**src/core/ccr_map.vh**
```
// Purpose: Constants for the processor configuration control register bank.
// Assumes: Byte address of a register is four times its index.
// Notes:   Included by every file of the bank; definitions only.
`ifndef CCR_MAP_VH
`define CCR_MAP_VH

`define CCR_ADDR_W        10
// Register indexes; byte address is index times four
`define CCR_IDX_MGMT_SPC  8'hc1
`define CCR_IDX_BUS_PWR   8'hc2
`define CCR_IDX_MAP_LOCK  8'hc3
`define CCR_IDX_IO_REC    8'he8
`define CCR_IDX_REG_ALLOC 8'he9
`define CCR_IDX_MGMT_MODE 8'hea
`define CCR_IDX_STATUS    8'hf0
// Open window when the map is disabled
`define CCR_IDX_OPEN_LO   8'hc0
`define CCR_IDX_OPEN_HI   8'hcf
`define CCR_IDX_DEV_ID0   8'hfe
`define CCR_IDX_DEV_ID1   8'hff
`define CCR_MAP_ALL       4'h1

// Writable bit masks per register
`define CCR_MASK_MGMT_SPC  8'h86
`define CCR_MASK_BUS_PWR   8'h9e
`define CCR_MASK_MAP_LOCK  8'hf7
`define CCR_MASK_IO_REC    8'h87
`define CCR_MASK_REG_ALLOC 8'h21
`define CCR_MASK_MGMT_MODE 8'h43
// Bits guarded by the management lock
`define CCR_LOCK_MGMT_SPC  8'h86
`define CCR_LOCK_MAP_LOCK  8'h02
`define CCR_LOCK_MGMT_MODE 8'h41

// Reset values
`define CCR_RST_MGMT_SPC   8'h00
`define CCR_RST_BUS_PWR    8'h00
`define CCR_RST_MAP_LOCK   8'h00
`define CCR_RST_IO_REC     8'h05
`define CCR_RST_REG_ALLOC  8'h00
`define CCR_RST_MGMT_MODE  8'h00

// Field positions
`define CCR_B_R3_SPACE     7
`define CCR_B_MEM_ACCESS   2
`define CCR_B_PINS_EN      1
`define CCR_B_SUSPEND_REQUEST_N_PIN     7
`define CCR_B_LOW_WP       4
`define CCR_B_SUSPEND_REQUEST_N_HALT    3
`define CCR_B_FREEZE_NW    2
`define CCR_B_SLOW_STROBE  1
`define CCR_B_MAP_HI       7
`define CCR_B_MAP_LO       4
`define CCR_B_LIN_BURST    2
`define CCR_B_NMI_EN       1
`define CCR_B_MGMT_LOCK    0
`define CCR_B_IDENT_EN     7
`define CCR_B_GAP_HI       2
`define CCR_B_GAP_LO       0
`define CCR_B_REGION_EN    5
`define CCR_B_WRITETHROUGH_ALLOCATE     0
`define CCR_B_NEST         6
`define CCR_B_R3_WP        1
`define CCR_B_ENH_MODE     0

// Low region bounds, 640 KByte to 1 MByte
`define CCR_LOW_REGION_LO  32'h000a0000
`define CCR_LOW_REGION_HI  32'h00100000
`define CCR_GAP_NONE       3'h7
`define CCR_GAP_CNT_W      7

`endif

```
**src/core/ccr_io_gap.v**
```verilog
// Purpose: Enforces the minimum bus-clock spacing between I/O accesses.
// Assumes: ioStart pulses on the cycle an I/O access begins.
// Notes:   Code 7h disables spacing; codes 0h-6h give 2^code clocks.
`timescale 1ns/100ps
`default_nettype none
`include "ccr_map.vh"

module ccr_io_gap #(
  parameter CNT_W = `CCR_GAP_CNT_W
) (
  input  wire             sys_clk,
  input  wire             reset_n,
  input  wire [2:0]       gapCode,
  input  wire             ioStart,
  output wire             ioGapBusy
);

  reg  [CNT_W-1:0] gapCnt_ff;
  reg  [CNT_W-1:0] nxt_gapCnt;

  function [CNT_W-1:0] gapClocks;
    input [2:0] code;
    begin
      if (code == `CCR_GAP_NONE) begin
        gapClocks = {CNT_W{1'b0}};
      end else begin
        gapClocks = {{(CNT_W-1){1'b0}}, 1'b1} << code;
      end
    end
  endfunction

  always @* begin
    nxt_gapCnt = gapCnt_ff;
    if (ioStart) begin
      nxt_gapCnt = gapClocks(gapCode);
    end else if (gapCnt_ff != {CNT_W{1'b0}}) begin
      nxt_gapCnt = gapCnt_ff - {{(CNT_W-1){1'b0}}, 1'b1};
    end
  end

  always @(posedge sys_clk or negedge reset_n) begin
    if (!reset_n) begin
      gapCnt_ff <= {CNT_W{1'b0}};
    end else begin
      gapCnt_ff <= nxt_gapCnt;
    end
  end

  assign ioGapBusy = (gapCnt_ff != {CNT_W{1'b0}});

endmodule // ccr_io_gap
`default_nettype wire

```
**src/core/ccr_regs.v**
```verilog
// Purpose: Configuration control register bank with APB access.
// Assumes: Core events are single-cycle pulses synchronous to sys_clk.
// Notes:   Zero wait states; hidden or unmapped addresses answer pslverr.
//
// Added by the designer: the placing of the registers and the APB register port.
`timescale 1ns/100ps
`default_nettype none
`include "ccr_map.vh"

module ccr_regs (
  input  wire                   sys_clk,
  input  wire                   reset_n,
  // APB slave
  input  wire                   psel,
  input  wire                   penable,
  input  wire                   pwrite,
  input  wire [`CCR_ADDR_W-1:0] paddr,
  input  wire [31:0]            pwdata,
  input  wire [3:0]             pstrb,
  output reg  [31:0]            prdata,
  output wire                   pready,
  output wire                   pslverr,
  // Core state and events
  input  wire                   mgmtMode,
  input  wire                   mgmtEntry,
  input  wire                   resumeFromMgmt,
  input  wire                   mgmtInterrupt,
  input  wire                   nmiRequest,
  input  wire                   haltInstruction,
  input  wire                   wakeEvent,
  input  wire                   suspendRequestN,
  input  wire                   identExecute,
  input  wire                   nwWriteRequest,
  input  wire                   nwWriteValue,
  input  wire                   ioStart,
  input  wire                   burstReadyN,
  input  wire                   strobeRequest,
  input  wire [31:0]            accessAddr,
  input  wire                   accessCacheable,
  input  wire                   accessWrite,
  input  wire                   accessRegion3,
  input  wire [1:0]             burstFirst,
  input  wire [1:0]             burstBeat,
  // Core controls
  output wire                   suspendAckNOut,
  output wire                   suspendAckNOe,
  output wire                   suspended,
  output wire                   writeProtectHit,
  output reg                    notWritethroughFlag,
  output reg                    busIdle,
  output reg                    addressStrobeN,
  output reg  [1:0]             burstAddr,
  output wire                   nmiAccept,
  output wire                   mgmtIntAccept,
  output wire                   mgmtPinsEnable,
  output wire                   mgmtMemoryAccess,
  output wire                   region3WriteAllow,
  output wire                   identFlagWritable,
  output wire                   identInvalidOpcode,
  output wire                   ioGapBusy,
  output wire [7:0]             regionEnable,
  output wire                   writethroughAllocate,
  output wire                   enhancedMgmtMode
);

  ////////////////////////////////////////////////////////////////////////////
  // Registers
  reg  [7:0] mgmtSpace_ff;
  reg  [7:0] busPower_ff;
  reg  [7:0] mapLock_ff;
  reg  [7:0] ioRecovery_ff;
  reg  [7:0] regionAlloc_ff;
  reg  [7:0] mgmtModeCtl_ff;
  reg  [7:0] nxt_mgmtSpace;
  reg  [7:0] nxt_busPower;
  reg  [7:0] nxt_mapLock;
  reg  [7:0] nxt_ioRecovery;
  reg  [7:0] nxt_regionAlloc;
  reg  [7:0] nxt_mgmtModeCtl;
  reg  [7:0] rdByte;
  reg        strobePending_ff;

  wire [7:0] regIdx;
  wire       aligned;
  wire       hit;
  wire       wrEn;
  wire       lockActive;
  wire       mapAll;
  wire [7:0] wrByte;

  assign regIdx = paddr[9:2];
  assign aligned = (paddr[1:0] == 2'h0);
  assign mapAll  = (mapLock_ff[`CCR_B_MAP_HI:`CCR_B_MAP_LO] == `CCR_MAP_ALL);
  assign wrByte  = pwdata[7:0];

  ////////////////////////////////////////////////////////////////////////////
  // Address decode
  // map window check
  function visible;
    input [7:0] idx;
    input       all;
    begin
      visible = all ||
                (idx >= `CCR_IDX_OPEN_LO && idx <= `CCR_IDX_OPEN_HI) ||
                idx == `CCR_IDX_DEV_ID0 || idx == `CCR_IDX_DEV_ID1;
    end
  endfunction

  function implemented;
    input [7:0] idx;
    begin
      implemented = idx == `CCR_IDX_MGMT_SPC || idx == `CCR_IDX_BUS_PWR ||
                    idx == `CCR_IDX_MAP_LOCK || idx == `CCR_IDX_IO_REC ||
                    idx == `CCR_IDX_REG_ALLOC || idx == `CCR_IDX_MGMT_MODE ||
                    idx == `CCR_IDX_STATUS;
    end
  endfunction

  function [7:0] merge;
    input [7:0] old;
    input [7:0] data;
    input [7:0] mask;
    input [7:0] locked;
    input       blocked;
    reg   [7:0] open;
    begin
      open  = blocked ? (mask & ~locked) : mask;
      merge = (old & ~open) | (data & open);
    end
  endfunction

  assign hit     = aligned && implemented(regIdx) && visible(regIdx, mapAll);
  assign wrEn    = psel && penable && pwrite && hit && pstrb[0];
  assign pready  = 1'b1;
  // Hidden registers answer as errors so software sees the map state
  assign pslverr = psel && penable && !hit;

  assign lockActive = mapLock_ff[`CCR_B_MGMT_LOCK] && !mgmtMode;

  ////////////////////////////////////////////////////////////////////////////
  // Next-state of registers
  always @* begin
    nxt_mgmtSpace   = mgmtSpace_ff;
    nxt_busPower    = busPower_ff;
    nxt_mapLock     = mapLock_ff;
    nxt_ioRecovery  = ioRecovery_ff;
    nxt_regionAlloc = regionAlloc_ff;
    nxt_mgmtModeCtl = mgmtModeCtl_ff;
    if (wrEn) begin
      case (regIdx)
        `CCR_IDX_MGMT_SPC: begin
          nxt_mgmtSpace = merge(mgmtSpace_ff, wrByte, `CCR_MASK_MGMT_SPC,
                                `CCR_LOCK_MGMT_SPC, lockActive);
        end
        `CCR_IDX_BUS_PWR: begin
          nxt_busPower = merge(busPower_ff, wrByte, `CCR_MASK_BUS_PWR,
                               8'h00, 1'b0);
        end
        `CCR_IDX_MAP_LOCK: begin
          nxt_mapLock = merge(mapLock_ff, wrByte, `CCR_MASK_MAP_LOCK,
                              `CCR_LOCK_MAP_LOCK, lockActive);
        end
        `CCR_IDX_IO_REC: begin
          nxt_ioRecovery = merge(ioRecovery_ff, wrByte, `CCR_MASK_IO_REC,
                                 8'h00, 1'b0);
        end
        `CCR_IDX_REG_ALLOC: begin
          nxt_regionAlloc = merge(regionAlloc_ff, wrByte, `CCR_MASK_REG_ALLOC,
                                  8'h00, 1'b0);
        end
        `CCR_IDX_MGMT_MODE: begin
          nxt_mgmtModeCtl = merge(mgmtModeCtl_ff, wrByte, `CCR_MASK_MGMT_MODE,
                                  `CCR_LOCK_MGMT_MODE, lockActive);
        end
        default: begin
          nxt_mgmtSpace = mgmtSpace_ff;
        end
      endcase
    end
    if (mapLock_ff[`CCR_B_MGMT_LOCK]) begin
      nxt_mapLock[`CCR_B_MGMT_LOCK] = 1'b1;
    end
    if (mgmtEntry) begin
      nxt_mgmtModeCtl[`CCR_B_NEST] = 1'b0;
    end else if (resumeFromMgmt) begin
      nxt_mgmtModeCtl[`CCR_B_NEST] = 1'b1;
    end
  end

  always @(posedge sys_clk or negedge reset_n) begin
    if (!reset_n) begin
      mgmtSpace_ff   <= `CCR_RST_MGMT_SPC;
      busPower_ff    <= `CCR_RST_BUS_PWR;
      mapLock_ff     <= `CCR_RST_MAP_LOCK;
      ioRecovery_ff  <= `CCR_RST_IO_REC;
      regionAlloc_ff <= `CCR_RST_REG_ALLOC;
      mgmtModeCtl_ff <= `CCR_RST_MGMT_MODE;
    end else begin
      mgmtSpace_ff   <= nxt_mgmtSpace;
      busPower_ff    <= nxt_busPower;
      mapLock_ff     <= nxt_mapLock;
      ioRecovery_ff  <= nxt_ioRecovery;
      regionAlloc_ff <= nxt_regionAlloc;
      mgmtModeCtl_ff <= nxt_mgmtModeCtl;
    end
  end

  ////////////////////////////////////////////////////////////////////////////
  // Read path; data captured in the setup cycle
  always @* begin
    case (regIdx)
      `CCR_IDX_MGMT_SPC:  rdByte = mgmtSpace_ff;
      `CCR_IDX_BUS_PWR:   rdByte = busPower_ff;
      `CCR_IDX_MAP_LOCK:  rdByte = mapLock_ff;
      `CCR_IDX_IO_REC:    rdByte = ioRecovery_ff;
      `CCR_IDX_REG_ALLOC: rdByte = regionAlloc_ff;
      `CCR_IDX_MGMT_MODE: rdByte = mgmtModeCtl_ff;
      `CCR_IDX_STATUS:    rdByte = {4'h0, lockActive, ioGapBusy, suspended,
                                    mgmtMode};
      default:            rdByte = 8'h00;
    endcase
  end

  always @(posedge sys_clk or negedge reset_n) begin
    if (!reset_n) begin
      prdata <= 32'h00000000;
    end else if (psel && !penable && !pwrite) begin
      prdata <= hit ? {24'h000000, rdByte} : 32'h00000000;
    end
  end

  ////////////////////////////////////////////////////////////////////////////
  // Write-policy flag of control register zero
  always @(posedge sys_clk or negedge reset_n) begin
    if (!reset_n) begin
      notWritethroughFlag <= 1'b0;
    end else if (nwWriteRequest && !busPower_ff[`CCR_B_FREEZE_NW]) begin
      notWritethroughFlag <= nwWriteValue;
    end
  end

  ////////////////////////////////////////////////////////////////////////////
  // Bus idle insertion
  // idle after burst ready and before strobe
  always @(posedge sys_clk or negedge reset_n) begin
    if (!reset_n) begin
      busIdle          <= 1'b0;
      strobePending_ff <= 1'b0;
      addressStrobeN   <= 1'b1;
    end else begin
      busIdle          <= busPower_ff[`CCR_B_SLOW_STROBE] && !burstReadyN;
      strobePending_ff <= busPower_ff[`CCR_B_SLOW_STROBE] && strobeRequest;
      addressStrobeN   <= !(busPower_ff[`CCR_B_SLOW_STROBE] ? strobePending_ff
                                                           : strobeRequest);
    end
  end

  ////////////////////////////////////////////////////////////////////////////
  // Burst address order
  always @(posedge sys_clk or negedge reset_n) begin
    if (!reset_n) begin
      burstAddr <= 2'h0;
    end else if (mapLock_ff[`CCR_B_LIN_BURST]) begin
      burstAddr <= burstFirst + burstBeat;
    end else begin
      burstAddr <= burstFirst ^ burstBeat;
    end
  end

  ////////////////////////////////////////////////////////////////////////////
  // Management controls
  // NMI during management
  assign nmiAccept = nmiRequest &&
                     (!mgmtMode || mapLock_ff[`CCR_B_NMI_EN]);
  assign mgmtIntAccept = mgmtInterrupt && mgmtPinsEnable && !mgmtMemoryAccess &&
                         (!mgmtMode || (enhancedMgmtMode &&
                                        mgmtModeCtl_ff[`CCR_B_NEST]));
  assign mgmtPinsEnable    = mgmtSpace_ff[`CCR_B_PINS_EN];
  assign mgmtMemoryAccess  = mgmtSpace_ff[`CCR_B_MEM_ACCESS];
  assign region3WriteAllow = !lockActive;
  assign enhancedMgmtMode  = mgmtModeCtl_ff[`CCR_B_ENH_MODE];

  ////////////////////////////////////////////////////////////////////////////
  // Write protection
  // low region window
  assign writeProtectHit = accessWrite &&
      ((busPower_ff[`CCR_B_LOW_WP] && accessCacheable &&
        accessAddr >= `CCR_LOW_REGION_LO && accessAddr < `CCR_LOW_REGION_HI) ||
       (mgmtModeCtl_ff[`CCR_B_R3_WP] && accessRegion3 && !mgmtMode &&
        regionEnable[3]));

  ////////////////////////////////////////////////////////////////////////////
  // Identification and cache controls
  // ident enable
  assign identFlagWritable    = ioRecovery_ff[`CCR_B_IDENT_EN];
  assign identInvalidOpcode   = identExecute && !ioRecovery_ff[`CCR_B_IDENT_EN];
  assign writethroughAllocate = regionAlloc_ff[`CCR_B_WRITETHROUGH_ALLOCATE];

  genvar g;
  generate
    for (g = 0; g < 8; g = g + 1) begin : gRegion
      if (g == 3) begin : gThree
        assign regionEnable[g] = regionAlloc_ff[`CCR_B_REGION_EN] ||
                                 mgmtSpace_ff[`CCR_B_R3_SPACE];
      end else begin : gOther
        assign regionEnable[g] = regionAlloc_ff[`CCR_B_REGION_EN];
      end
    end
  endgenerate

  ////////////////////////////////////////////////////////////////////////////
  // Sub-blocks
  // I/O spacing
  ccr_io_gap #(
    .CNT_W (`CCR_GAP_CNT_W)
  ) uIoGap (
    .sys_clk   (sys_clk),
    .reset_n   (reset_n),
    .gapCode   (ioRecovery_ff[`CCR_B_GAP_HI:`CCR_B_GAP_LO]),
    .ioStart   (ioStart),
    .ioGapBusy (ioGapBusy)
  );

  ccr_suspend uSuspend (
    .sys_clk           (sys_clk),
    .reset_n           (reset_n),
    .pinEnable         (busPower_ff[`CCR_B_SUSPEND_REQUEST_N_PIN]),
    .haltSuspendEnable (busPower_ff[`CCR_B_SUSPEND_REQUEST_N_HALT]),
    .suspendRequestN   (suspendRequestN),
    .haltInstruction   (haltInstruction),
    .wakeEvent         (wakeEvent),
    .suspendAckNOut    (suspendAckNOut),
    .suspendAckNOe     (suspendAckNOe),
    .suspended         (suspended)
  );

endmodule // ccr_regs
`default_nettype wire

```
**src/core/ccr_suspend.v**
```verilog
// Purpose: Suspend state control from the request pin and from halt.
// Assumes: wakeEvent pulses to leave a halt-entered suspend.
// Notes:   Acknowledge pin is released (enable low) when pins are off.
`timescale 1ns/100ps
`default_nettype none
`include "ccr_map.vh"

module ccr_suspend (
  input  wire sys_clk,
  input  wire reset_n,
  input  wire pinEnable,
  input  wire haltSuspendEnable,
  input  wire suspendRequestN,
  input  wire haltInstruction,
  input  wire wakeEvent,
  output wire suspendAckNOut,
  output wire suspendAckNOe,
  output wire suspended
);

  localparam ST_RUN  = 2'h0;
  localparam ST_PIN  = 2'h1;
  localparam ST_HALT = 2'h2;

  reg [1:0] state_ff;
  reg [1:0] nxt_state;

  always @* begin
    nxt_state = state_ff;
    case (state_ff)
      ST_RUN: begin
        if (pinEnable && !suspendRequestN) begin
          nxt_state = ST_PIN;
        end else if (haltSuspendEnable && haltInstruction) begin
          nxt_state = ST_HALT;
        end
      end
      ST_PIN: begin
        if (suspendRequestN || !pinEnable) begin
          nxt_state = ST_RUN;
        end
      end
      ST_HALT: begin
        if (wakeEvent) begin
          nxt_state = ST_RUN;
        end
      end
      default: begin
        nxt_state = ST_RUN;
      end
    endcase
  end

  always @(posedge sys_clk or negedge reset_n) begin
    if (!reset_n) begin
      state_ff <= ST_RUN;
    end else begin
      state_ff <= nxt_state;
    end
  end

  assign suspended      = (state_ff != ST_RUN);
  assign suspendAckNOe  = pinEnable;
  assign suspendAckNOut = ~suspended;

endmodule // ccr_suspend
`default_nettype wire

```
**config.mk**
```make
export PLATFORM = sky130hd
export DESIGN_NAME = ccr_regs
export DESIGN_NICKNAME = d
export VERILOG_FILES = /design/src/core/ccr_io_gap.v /design/src/core/ccr_regs.v /design/src/core/ccr_suspend.v
export VERILOG_INCLUDE_DIRS = /design/src /design/src/core
export SDC_FILE = /design/constraint.sdc
export NUM_CORES = 1
export LEC_CHECK = 0
export ABC_AREA = 1
export BUFFER_PORTS_ARGS = -buffer_cell sky130_fd_sc_hd__buf_2
export CORE_MARGIN = 10
export CORE_UTILIZATION = 47
export DETAILED_ROUTE_END_ITERATION = 16
export PLACE_DENSITY = 0.83
export SLEW_MARGIN = 40
export SYNTH_ARGS = -nofsm -noshare
export SYNTH_HDL_FRONTEND = slang
export SYNTH_SLANG_ARGS = --single-unit
```
**constraint.sdc**
```tcl
create_clock -name sys_clk -period 5.4 [get_ports sys_clk]
set_input_delay 1.62 -clock sys_clk [delete_from_list [all_inputs] [get_ports sys_clk]]
set_output_delay 1.62 -clock sys_clk [all_outputs]
set_load 0.03 [all_outputs]
```
==> summary.txt, run 1 <==
Global route
  – Global Route Usage Sum: 15.60%
  – Total grt overflow: 0
  – Largest net degree at the start of global routing: 48
  – Vias in the first global route: 2720
  – First-pass GRT wire length: 12410 um
  – Initial antenna violation count: 0

Floorplanning
  – Die height: 96.88 um
  – Die span in x: 96.88 um
  – Core area: 5608 sq um
  – # IOs: 165
  – Cell row count: 27
  – Die Area: 9385 sq um
  – Initial Util: 49.53%

Logic synthesis
  – Top FF cell, synth: dfrtp_1
  – Post-synthesis mux area share: 0.3604%
  – Synth warn: 0
  – Compound-Gate Fraction of Synth Area: 11.94%
  – Synth Area in Simple Gates: 27.21%
  – Top post-synthesis cells by area: dfrtp_1 40%, nand2_1 12%, buf_4 8.4%
  – Register area share after synthesis: 42.48%
  – Mean area per synthesized cell: 7.781 sq um
  – Mapped Cells: 357
  – XOR/XNOR share of the synthesized area: 0.9459%
  – Synth top area share: 39.64%
  – Yosys reg bits: 47
  – Syn Std Cell Area: 2778 sq um
  – Largest family of logic cells by synthesized area: simple AND/OR/NAND/NOR gates
  – Cell taking the most area after synthesis: dfrtp_1
  – Synth cell types: 37
  – Post-Synth Adder-Cell Area: 0.9009%
  – Async SR Flop Fraction: 100.0%
  – EDFF count, synth: 0

Power and ir drop
  – Max VDD drop: 0.1457 mV
  – P per Cell Area: 242.1 nW/um^2
  – Lkg Pwr: 0.001885 uW

Final layout
  – Final Cell Area: 3286 sq um
  – # diodes: 0
  – Area Growth Syn to Fin: 18.29%
  – Fillers: 537
  – Fraction of layout cells with a size suffix above 1: 28.16%
  – Final #Nets: 556
  – Commonest non-fill, non-tap cells in the layout: 94 x buf_2, 88 x nand2_1, 51 x inv_1, 44 x dfrtp_1, 26 x nor2_1
  – Most common cell after layout, fill and taps aside: buf_2

Clock network
  – Number of buffers created by CTS: 5
  – Worst-Skew Late Latency: 0.31 ns
  – Clk sinks: 47
  – Post-CTS Resized: 0
  – CTS root buffer: clkbuf_8
  – CTS tree: done
  – H-Tree Depth: 2
  – CTS clk-pin slew, worst paths: 0.08 ns
  – CTS Hold Buffers Added: 0
  – Post-CTS setup buffer count: 0
  – Max clock buf depth: 2

Placement
  – Post-DP HPWL: 6090 um
  – GP Congestion: 0.9029
  – Pre-CTS setup slack: 0.8958 ns
  – Placement Cell Area: 3194 sq um
  – Count of input and output buffers: 95

Critical path
  – Crit-path max FO: 5
  – CP startpoint kind: input pin
  – RR Endpoint: uIoGap.gapCnt_ff[1]
  – Crit path to: pslverr
  – CP arrival: 2.86 ns
  – Kind of critical path: in2out
  – Crit. End Element: output pin
  – Reg2Reg Depth: 9
  – Worst reg2reg path startpoint: uIoGap.gapCnt_ff[0]
  – CP startpoint: paddr[2]
  – Worst EP required: 3.78 ns
  – Reg2Reg Setup Slack: 3.72 ns

Detailed routing
  – Mean number of vias per cell: 4.855
  – Average wire per standard cell: 13.98 um
  – Initial drt markers: 139
  – Routed wire length: 7311 um
  – ANT nets after route: 0
  – Vias: 2539
  – Drt drc: 0
  – Drt first pass iters: 4

STA
  – Fmax: 0.2234 GHz
  – Fin crit period: 4.475 ns
  – RSZ-0062 raised after global routing: no
  – Final setup viols: 0
  – Setup TNS: 0 ns
  – Fin. Hold Viols: 0
  – Max transition margin: 61.76%
  – Fin crit share: 82.88%
  – Clock skew: 0.01470 ns
  – Worst setup margin: 0.9246 ns
  – Worst-Margin Slew: 0.5735 ns
  – Final Slew Violations: 0

Worst hold path
  – Hold Crit Depth: 1
  – Hold WC Path Type: reg2reg

Run status
  – Status: finished, final reports clean

Job
  – Max cap viols: 0
[worst min path at each step]
| stage | from | to | slack (ns) |
|---|---|---|---|
| after floorplan | strobePending_ff | addressStrobeN | 0.37 |
| after global placement | strobePending_ff | addressStrobeN | 0.38 |
| after detailed placement | strobePending_ff | addressStrobeN | 0.38 |
| after CTS | strobePending_ff | addressStrobeN | 0.39 |
| after global routing | strobePending_ff | addressStrobeN | 0.41 |
| final | strobePending_ff | addressStrobeN | 0.39 |
[metal layers]
layer / share of wire (%) / global-route usage, % / wire length, um / vias to the layer above
met4: 1.2 / 4.961 / 89 / 0
met2: 48 / 26.12 / 3537 / 94
met5: 0 / 0 / 0 / -
met1: 42 / 17.58 / 3037 / 1161
met3: 8.8 / 6.388 / 646 / 8
li1: - / - / - / 1276
[cell usage after synthesis (4+ instances only)]
library cell	count
inv_1	51
o21ai_1	17
dfrtp_1	44
a22o_1	6
o21ai_0	12
nand4_1	8
nand2_1	88
buf_4	31
nand2_2	4
nor3_1	5
a21oi_1	10
nor2_1	26
nand3_1	11
[worst max-delay path: stages]
cell	delay [ns]
buf_2	0.10
inv_1	0.05
nand2_1	0.08
inv_1	0.06
nand3_1	0.19
nand3_2	0.10
nor2_1	0.22
nor2_1	0.11
nor2_1	0.11
buf_2	0.21
[per-stage QoR]
step / utilization (%) / total power, uW / hold WS (ns) / std cells
finish: 58.59 / 795.6 / 0.3893 / 523
global route: 58.59 / 849.0 / 0.4137 / 523
CTS: 58.59 / 800.6 / 0.3935 / 523
detailed placement: 56.96 / 582.9 / 0.3835 / 515
global placement: 56.92 / 577.6 / 0.3760 / 515
floorplan: - / 536.0 / 0.3672 / 380
[flip-flops by register name, summed over array words and instances (netlist names), 2 cells and up]
register / count
uIoGap.gapCnt_ff: 7
regionAlloc_ff: 2
ioRecovery_ff: 4
mgmtSpace_ff: 3
uSuspend.state_ff: 2
prdata: 8
burstAddr: 2
busPower_ff: 5
mgmtModeCtl_ff: 3
mapLock_ff: 7
[cell families after synthesis]
| logic type | Yosys count |
|---|---|
| muxes | 1 |
| AOI/OAI and AO/OA | 56 |
| other | 2 |
| DFF | 47 |
| buffers and inverters | 85 |
| adders and majority gates | 2 |
| and+or+nand+nor | 161 |
| xor gates and xnor gates | 3 |
[report_power, final]
group / internal [uW] / switching [uW] / leakage, uW
combinational: 61.6 / 130 / 0.00122
sequential: 374 / 9.51 / 0.000621
clock: 103 / 117 / 0.0000482
[area by class of cell]
| cell class | instances | area [sq um] | area share (%) |
|---|---|---|---|
| Sequential cell | 47 | 1180 | 35.91 |
| Clock buffer | 7 | 86.33 | 2.628 |
| Clock inverter | 1 | 5.005 | 0.1523 |
| Tap cell | 72 | 90.09 | 2.742 |
| Multi-Input combinational cell | 248 | 1242 | 37.81 |
| Inverter | 53 | 203.9 | 6.207 |
| Timing Repair Buffer | 95 | 478.0 | 14.55 |
No activity file was read; power rests on OpenSTA's default activity.
==> run 2, diff against run 1 <==
Settings changed: CORE_UTILIZATION 47 to 40, PLACE_DENSITY 0.83 to 0.75.
Clock period 5.4 ns to 3.9 ns, I/O delays scaled along.
==> run 2 against run 1 <==
- total power up 40%
- register-to-register slack worse by 1.5 ns
- die area up 14%
- flip-flop and latch count unchanged
- clock skew down 0.011 ns
- setup slack worse by 0.63 ns
- via count up 1.1%
- global-route usage down 2.0 points
- final cell count up 1.5%
- worst hold slack better by 0.0051 ns
- critical endpoint unchanged
==> summary.txt, run 2 (same netlist as run 1, synthesis figures left out) <==
Power and ir drop
  – P per Cell Area: 336.9 nW/um^2
  – Max VDD drop: 0.2162 mV
  – Lkg Pwr: 0.001888 uW

Detailed routing
  – Drt first pass iters: 4
  – Mean number of vias per cell: 4.836
  – Initial drt markers: 134
  – Average wire per standard cell: 13.90 um
  – Routed wire length: 7382 um
  – Vias: 2568
  – ANT nets after route: 0
  – Drt drc: 0

Floorplanning
  – Die height: 103.3 um
  – Die Area: 10680 sq um
  – # IOs: 165
  – Cell row count: 30
  – Initial Util: 41.11%
  – Core area: 6756 sq um
  – Die span in x: 103.3 um

Critical path
  – CP startpoint kind: input pin
  – CP peak stage delay: 0.24 ns
  – Kind of critical path: in2out
  – Worst EP required: 2.73 ns
  – CP arrival: 2.44 ns
  – Crit. End Element: output pin
  – Worst path most repeated cell: nor2_1
  – Crit-path max FO: 5
  – Worst path cell trace: buf_2, inv_2, nand2_1, inv_1, nand3_1, nand3_2, nor2_1, nor2_1, nor2_1, buf_2
  – Top delay family on crit path: simple AND/OR/NAND/NOR gates
  – Buf/Inv on CP: 4
  – Slowest CP cell: nor2_1

Global route
  – Total grt overflow: 0
  – Initial antenna violation count: 0
  – Global Route Usage Sum: 13.62%
  – First-pass GRT wire length: 11590 um
  – Largest net degree at the start of global routing: 48
  – Vias in the first global route: 2492

STA
  – Fin crit share: 92.47%
  – RSZ-0062 raised after global routing: no
  – Fmax: 0.2773 GHz
  – Setup TNS: 0 ns
  – Final setup viols: 0
  – Fin. Hold Viols: 0
  – Final Slew Violations: 0
  – Max transition margin: 60.36%
  – Worst-Margin Slew: 0.5946 ns
  – Hold Worst Slack: 0.3944 ns
  – Fin crit period: 3.606 ns
  – Clock skew: 0.003291 ns

Clock network
  – CTS Hold Buffers Added: 0
  – CTS root buffer: clkbuf_8
  – H-Tree Depth: 2
  – CTS tree: done
  – Max clock buf depth: 2
  – Number of buffers created by CTS: 5
  – CTS clk-pin slew, worst paths: 0.08 ns
  – Post-CTS Resized: 0
  – Post-CTS setup buffer count: 0
  – Clk sinks: 47
  – Worst-Skew Late Latency: 0.30 ns

Final layout
  – Largest register by flop count: prdata
  – Max reg flops: 8
  – Largest regs: prdata: 8 flops, mapLock_ff: 7 flops, uIoGap.gapCnt_ff: 7 flops
  – Most common cell after layout, fill and taps aside: buf_2
  – Fraction of layout cells with a size suffix above 1: 28.16%
  – # diodes: 0
  – Area Growth Syn to Fin: 18.96%
  – Commonest non-fill, non-tap cells in the layout: 94 x buf_2, 88 x nand2_1, 51 x inv_1, 44 x dfrtp_1, 26 x nor2_1
  – Final #Nets: 556
  – Fillers: 678

Placement
  – GP Congestion: 0.8495
  – Count of input and output buffers: 95
  – Post-DP HPWL: 6226 um

Job
  – Max cap viols: 0

Worst hold path
  – Hold WC Path Type: reg2reg

Run status
  – Status: finished, final reports clean
## run 2: cell types whose count changed in the layout (fill, tap and decap cells not counted)
cell and delta:
clkinv_2 -1, clkbuf_8 +1
## run 2: worst paths after layout
kind                                startpoint                  end  slack (ns)  cells past startpoint
setup / recovery                      paddr[3]              pslverr        0.29                     10
hold / removal                strobePending_ff       addressStrobeN        0.39                      1
setup reg to reg           uIoGap.gapCnt_ff[0]  uIoGap.gapCnt_ff[0]        2.19                      9
hold reg to reg               strobePending_ff       addressStrobeN        0.39                      1
max in group asynchronous              reset_n    regionAlloc_ff[5]        2.63                      1
min in group asynchronous              reset_n  uIoGap.gapCnt_ff[2]        0.87                      1
## run 2: stage by stage
step | total power, uW | instance area (sq um) | util, % | std cells | worst slack [ns]
4_1_cts | 1126 | 3304 | 48.91 | 531 | 0.2699
3_3_place_gp | 801.2 | 3202 | 47.39 | 523 | 0.3185
3_5_place_dp | 808.4 | 3204 | 47.43 | 523 | 0.2695
5_1_grt | 1185 | 3304 | 48.91 | 531 | 0.1871
6_report | 1113 | 3304 | 48.91 | 531 | 0.2936
2_1_floorplan | 742.2 | 2864 | - | 380 | 0.4852
## run 2: layout make-up
type                            instances  area, sq um  area share (%)
Tap cell                               80        100.1           3.029
Timing Repair Buffer                   95        478.0           14.46
Multi-Input combinational cell        248         1242           37.60
Clock buffer                            8        100.1           3.029
Sequential cell                        47         1180           35.71
Inverter                               53        203.9           6.172
## run 2: layer usage
metal | share of wire [%] | wire length (um) | track usage [%]
met1 | 42 | 3106 | 16.48
met2 | 47 | 3448 | 22.62
met3 | 10 | 749 | 5.116
met4 | 1.1 | 78 | 2.781
met5 | 0 | 0 | 0
## run 2: where the power goes
part	internal [uW]	switching, uW
clock network	162	155
logic	85.4	179
registers	518	13.9
total	766	348
==> run 3, diff against run 2 <==
Settings changed: CELL_PAD_IN_SITES_DETAIL_PLACEMENT from default to 1, CELL_PAD_IN_SITES_GLOBAL_PLACEMENT from default to 1, CORE_UTILIZATION 40 to 27, PLACE_DENSITY 0.75 to 0.74.
==> run 3 against run 2 <==
- register-to-register slack worse by 0.09 ns
- via count up 0.86%
- fmax up 0.60%
- critical path depth unchanged
- setup slack better by 0.021 ns
- non-clock buffer count unchanged
- worst hold slack better by 0.0023 ns
- sequential power about the same
==> summary.txt, run 3 (same netlist as run 1, synthesis figures left out) <==
Run status
  – Status: finished, final reports clean

Final layout
  – Finished Core Util: 34.38%
  – Post-route insts no fill: 584
  – # diodes: 0
  – Max reg flops: 8
  – Area Growth Syn to Fin: 22.66%
  – Largest regs: prdata: 8 flops, mapLock_ff: 7 flops, uIoGap.gapCnt_ff: 7 flops
  – Commonest non-fill, non-tap cells in the layout: 94 x buf_2, 88 x nand2_1, 51 x inv_1, 44 x dfrtp_1, 26 x nor2_1
  – Largest register by flop count: prdata
  – Final #Nets: 556
  – Most common cell after layout, fill and taps aside: buf_2
  – Fraction of layout cells with a size suffix above 1: 28.38%

Power and ir drop
  – Lkg Pwr: 0.001901 uW
  – Max VDD drop: 0.2049 mV
  – P per Cell Area: 361.3 nW/um^2

STA
  – Fin crit share: 91.92%
  – Fmax: 0.2789 GHz
  – Final setup viols: 0
  – Worst-Margin Slew: 0.5983 ns
  – Hold Worst Slack: 0.3967 ns
  – Max transition margin: 60.11%
  – Final Slew Violations: 0
  – RSZ-0062 raised after global routing: no
  – Clock skew: 0.008677 ns
  – Fin crit period: 3.585 ns
  – Fin. Hold Viols: 0
  – Worst setup margin: 0.3151 ns
  – Setup TNS: 0 ns

Floorplanning
  – Cell row count: 36
  – Initial Util: 28.03%
  – Die Area: 14750 sq um
  – # IOs: 165
  – Core area: 9910 sq um
  – Die height: 121.4 um
  – Die span in x: 121.4 um

Critical path
  – Top delay family on crit path: simple AND/OR/NAND/NOR gates
  – CP startpoint: paddr[3]
  – Worst reg2reg path startpoint: uIoGap.gapCnt_ff[0]
  – Buf/Inv on CP: 4
  – Slowest CP cell: nor2_1
  – CP peak stage delay: 0.23 ns
  – Worst path most repeated cell: nor2_1
  – Crit. End Element: output pin
  – Kind of critical path: in2out
  – CP startpoint kind: input pin
  – Worst path cell trace: buf_2, inv_2, nand2_1, inv_1, nand3_1, nand3_2, nor2_1, nor2_1, nor2_1, buf_2
  – Crit-path max FO: 5
  – Worst EP required: 2.73 ns
  – CP arrival: 2.41 ns

Global route
  – Largest net degree at the start of global routing: 48
  – Total grt overflow: 0
  – Vias in the first global route: 2921
  – Initial antenna violation count: 0
  – First-pass GRT wire length: 14110 um
  – Global Route Usage Sum: 11.72%

Clock network
  – Number of buffers created by CTS: 5
  – Worst-Skew Late Latency: 0.30 ns
  – Max clock buf depth: 2
  – Post-CTS setup buffer count: 0
  – Post-CTS Resized: 0
  – H-Tree Depth: 2
  – CTS clk-pin slew, worst paths: 0.08 ns
  – CTS root buffer: clkbuf_8
  – CTS Hold Buffers Added: 0
  – CTS tree: done
  – Clk sinks: 47

Detailed routing
  – Average wire per standard cell: 14.80 um
  – Routed wire length: 8642 um
  – Initial drt markers: 103
  – Vias: 2590
  – Mean number of vias per cell: 4.435
  – Drt first pass iters: 4
  – ANT nets after route: 0
  – Drt drc: 0

Placement
  – Count of input and output buffers: 95
  – Post-DP HPWL: 7416 um
  – Placed cells: 576
  – Pre-CTS setup slack: 0.2951 ns
  – GP Congestion: 0.7886

Worst hold path
  – Hold WC Path Type: reg2reg
  – Min-delay src: strobePending_ff

Job
  – Max cap viols: 0
[run 3: cell types whose count changed in the layout (fill, tap and decap cells not counted)]
| cell | before | now |
|---|---|---|
| clkinvlp_4 | 0 | 1 |
| clkbuf_8 | 7 | 5 |
| bufinv_16 | 0 | 2 |
| clkbuf_1 | 1 | 0 |
[run 3: power breakdown]
part	leakage [uW]	total, uW	switching (uW)	internal [uW]
registers	0.000621	533	15.0	518
logic	0.00122	274	188	85.4
clock network	0.0000644	424	168	256
total	0.00190	1230	372	859
[run 3: routing by layer]
metal | vias to the layer above | GRT usage (%) | routed length [um]
li1 | 1274 | - | -
met1 | 1227 | 13.38 | 3638
met2 | 76 | 20.23 | 4286
met3 | 13 | 4.235 | 605
met4 | 0 | 2.981 | 111
met5 | - | 0 | 0
[run 3: path summary, 6_finish.rpt]
path                                       endpoint  slack [ns]  depth (start not counted)
worst max-delay path                        pslverr        0.32                         10
worst min-delay path                 addressStrobeN        0.40                          1
worst max register to register  uIoGap.gapCnt_ff[0]        2.10                          9
worst min register to register       addressStrobeN        0.40                          1
max in group asynchronous          strobePending_ff        2.63                          1
min in group asynchronous       uIoGap.gapCnt_ff[5]        0.87                          1
[run 3: layout make-up]
type	count	area, sq um
Fill cell	1281	6502
Clock buffer	5	68.82
Timing Repair Buffer	95	478.0
Clock inverter	3	67.56
Sequential cell	47	1180
Multi-Input combinational cell	248	1242
Inverter	53	203.9
Tap cell	133	166.4
[run 3: metrics by stage]
step / instance area [sq um] / total power (uW)
after floorplan: 2864 / 742.2
after global placement: 3268 / 807.1
after detailed placement: 3271 / 820.8
after CTS: 3407 / 1250
after global routing: 3407 / 1309
final: 3407 / 1231
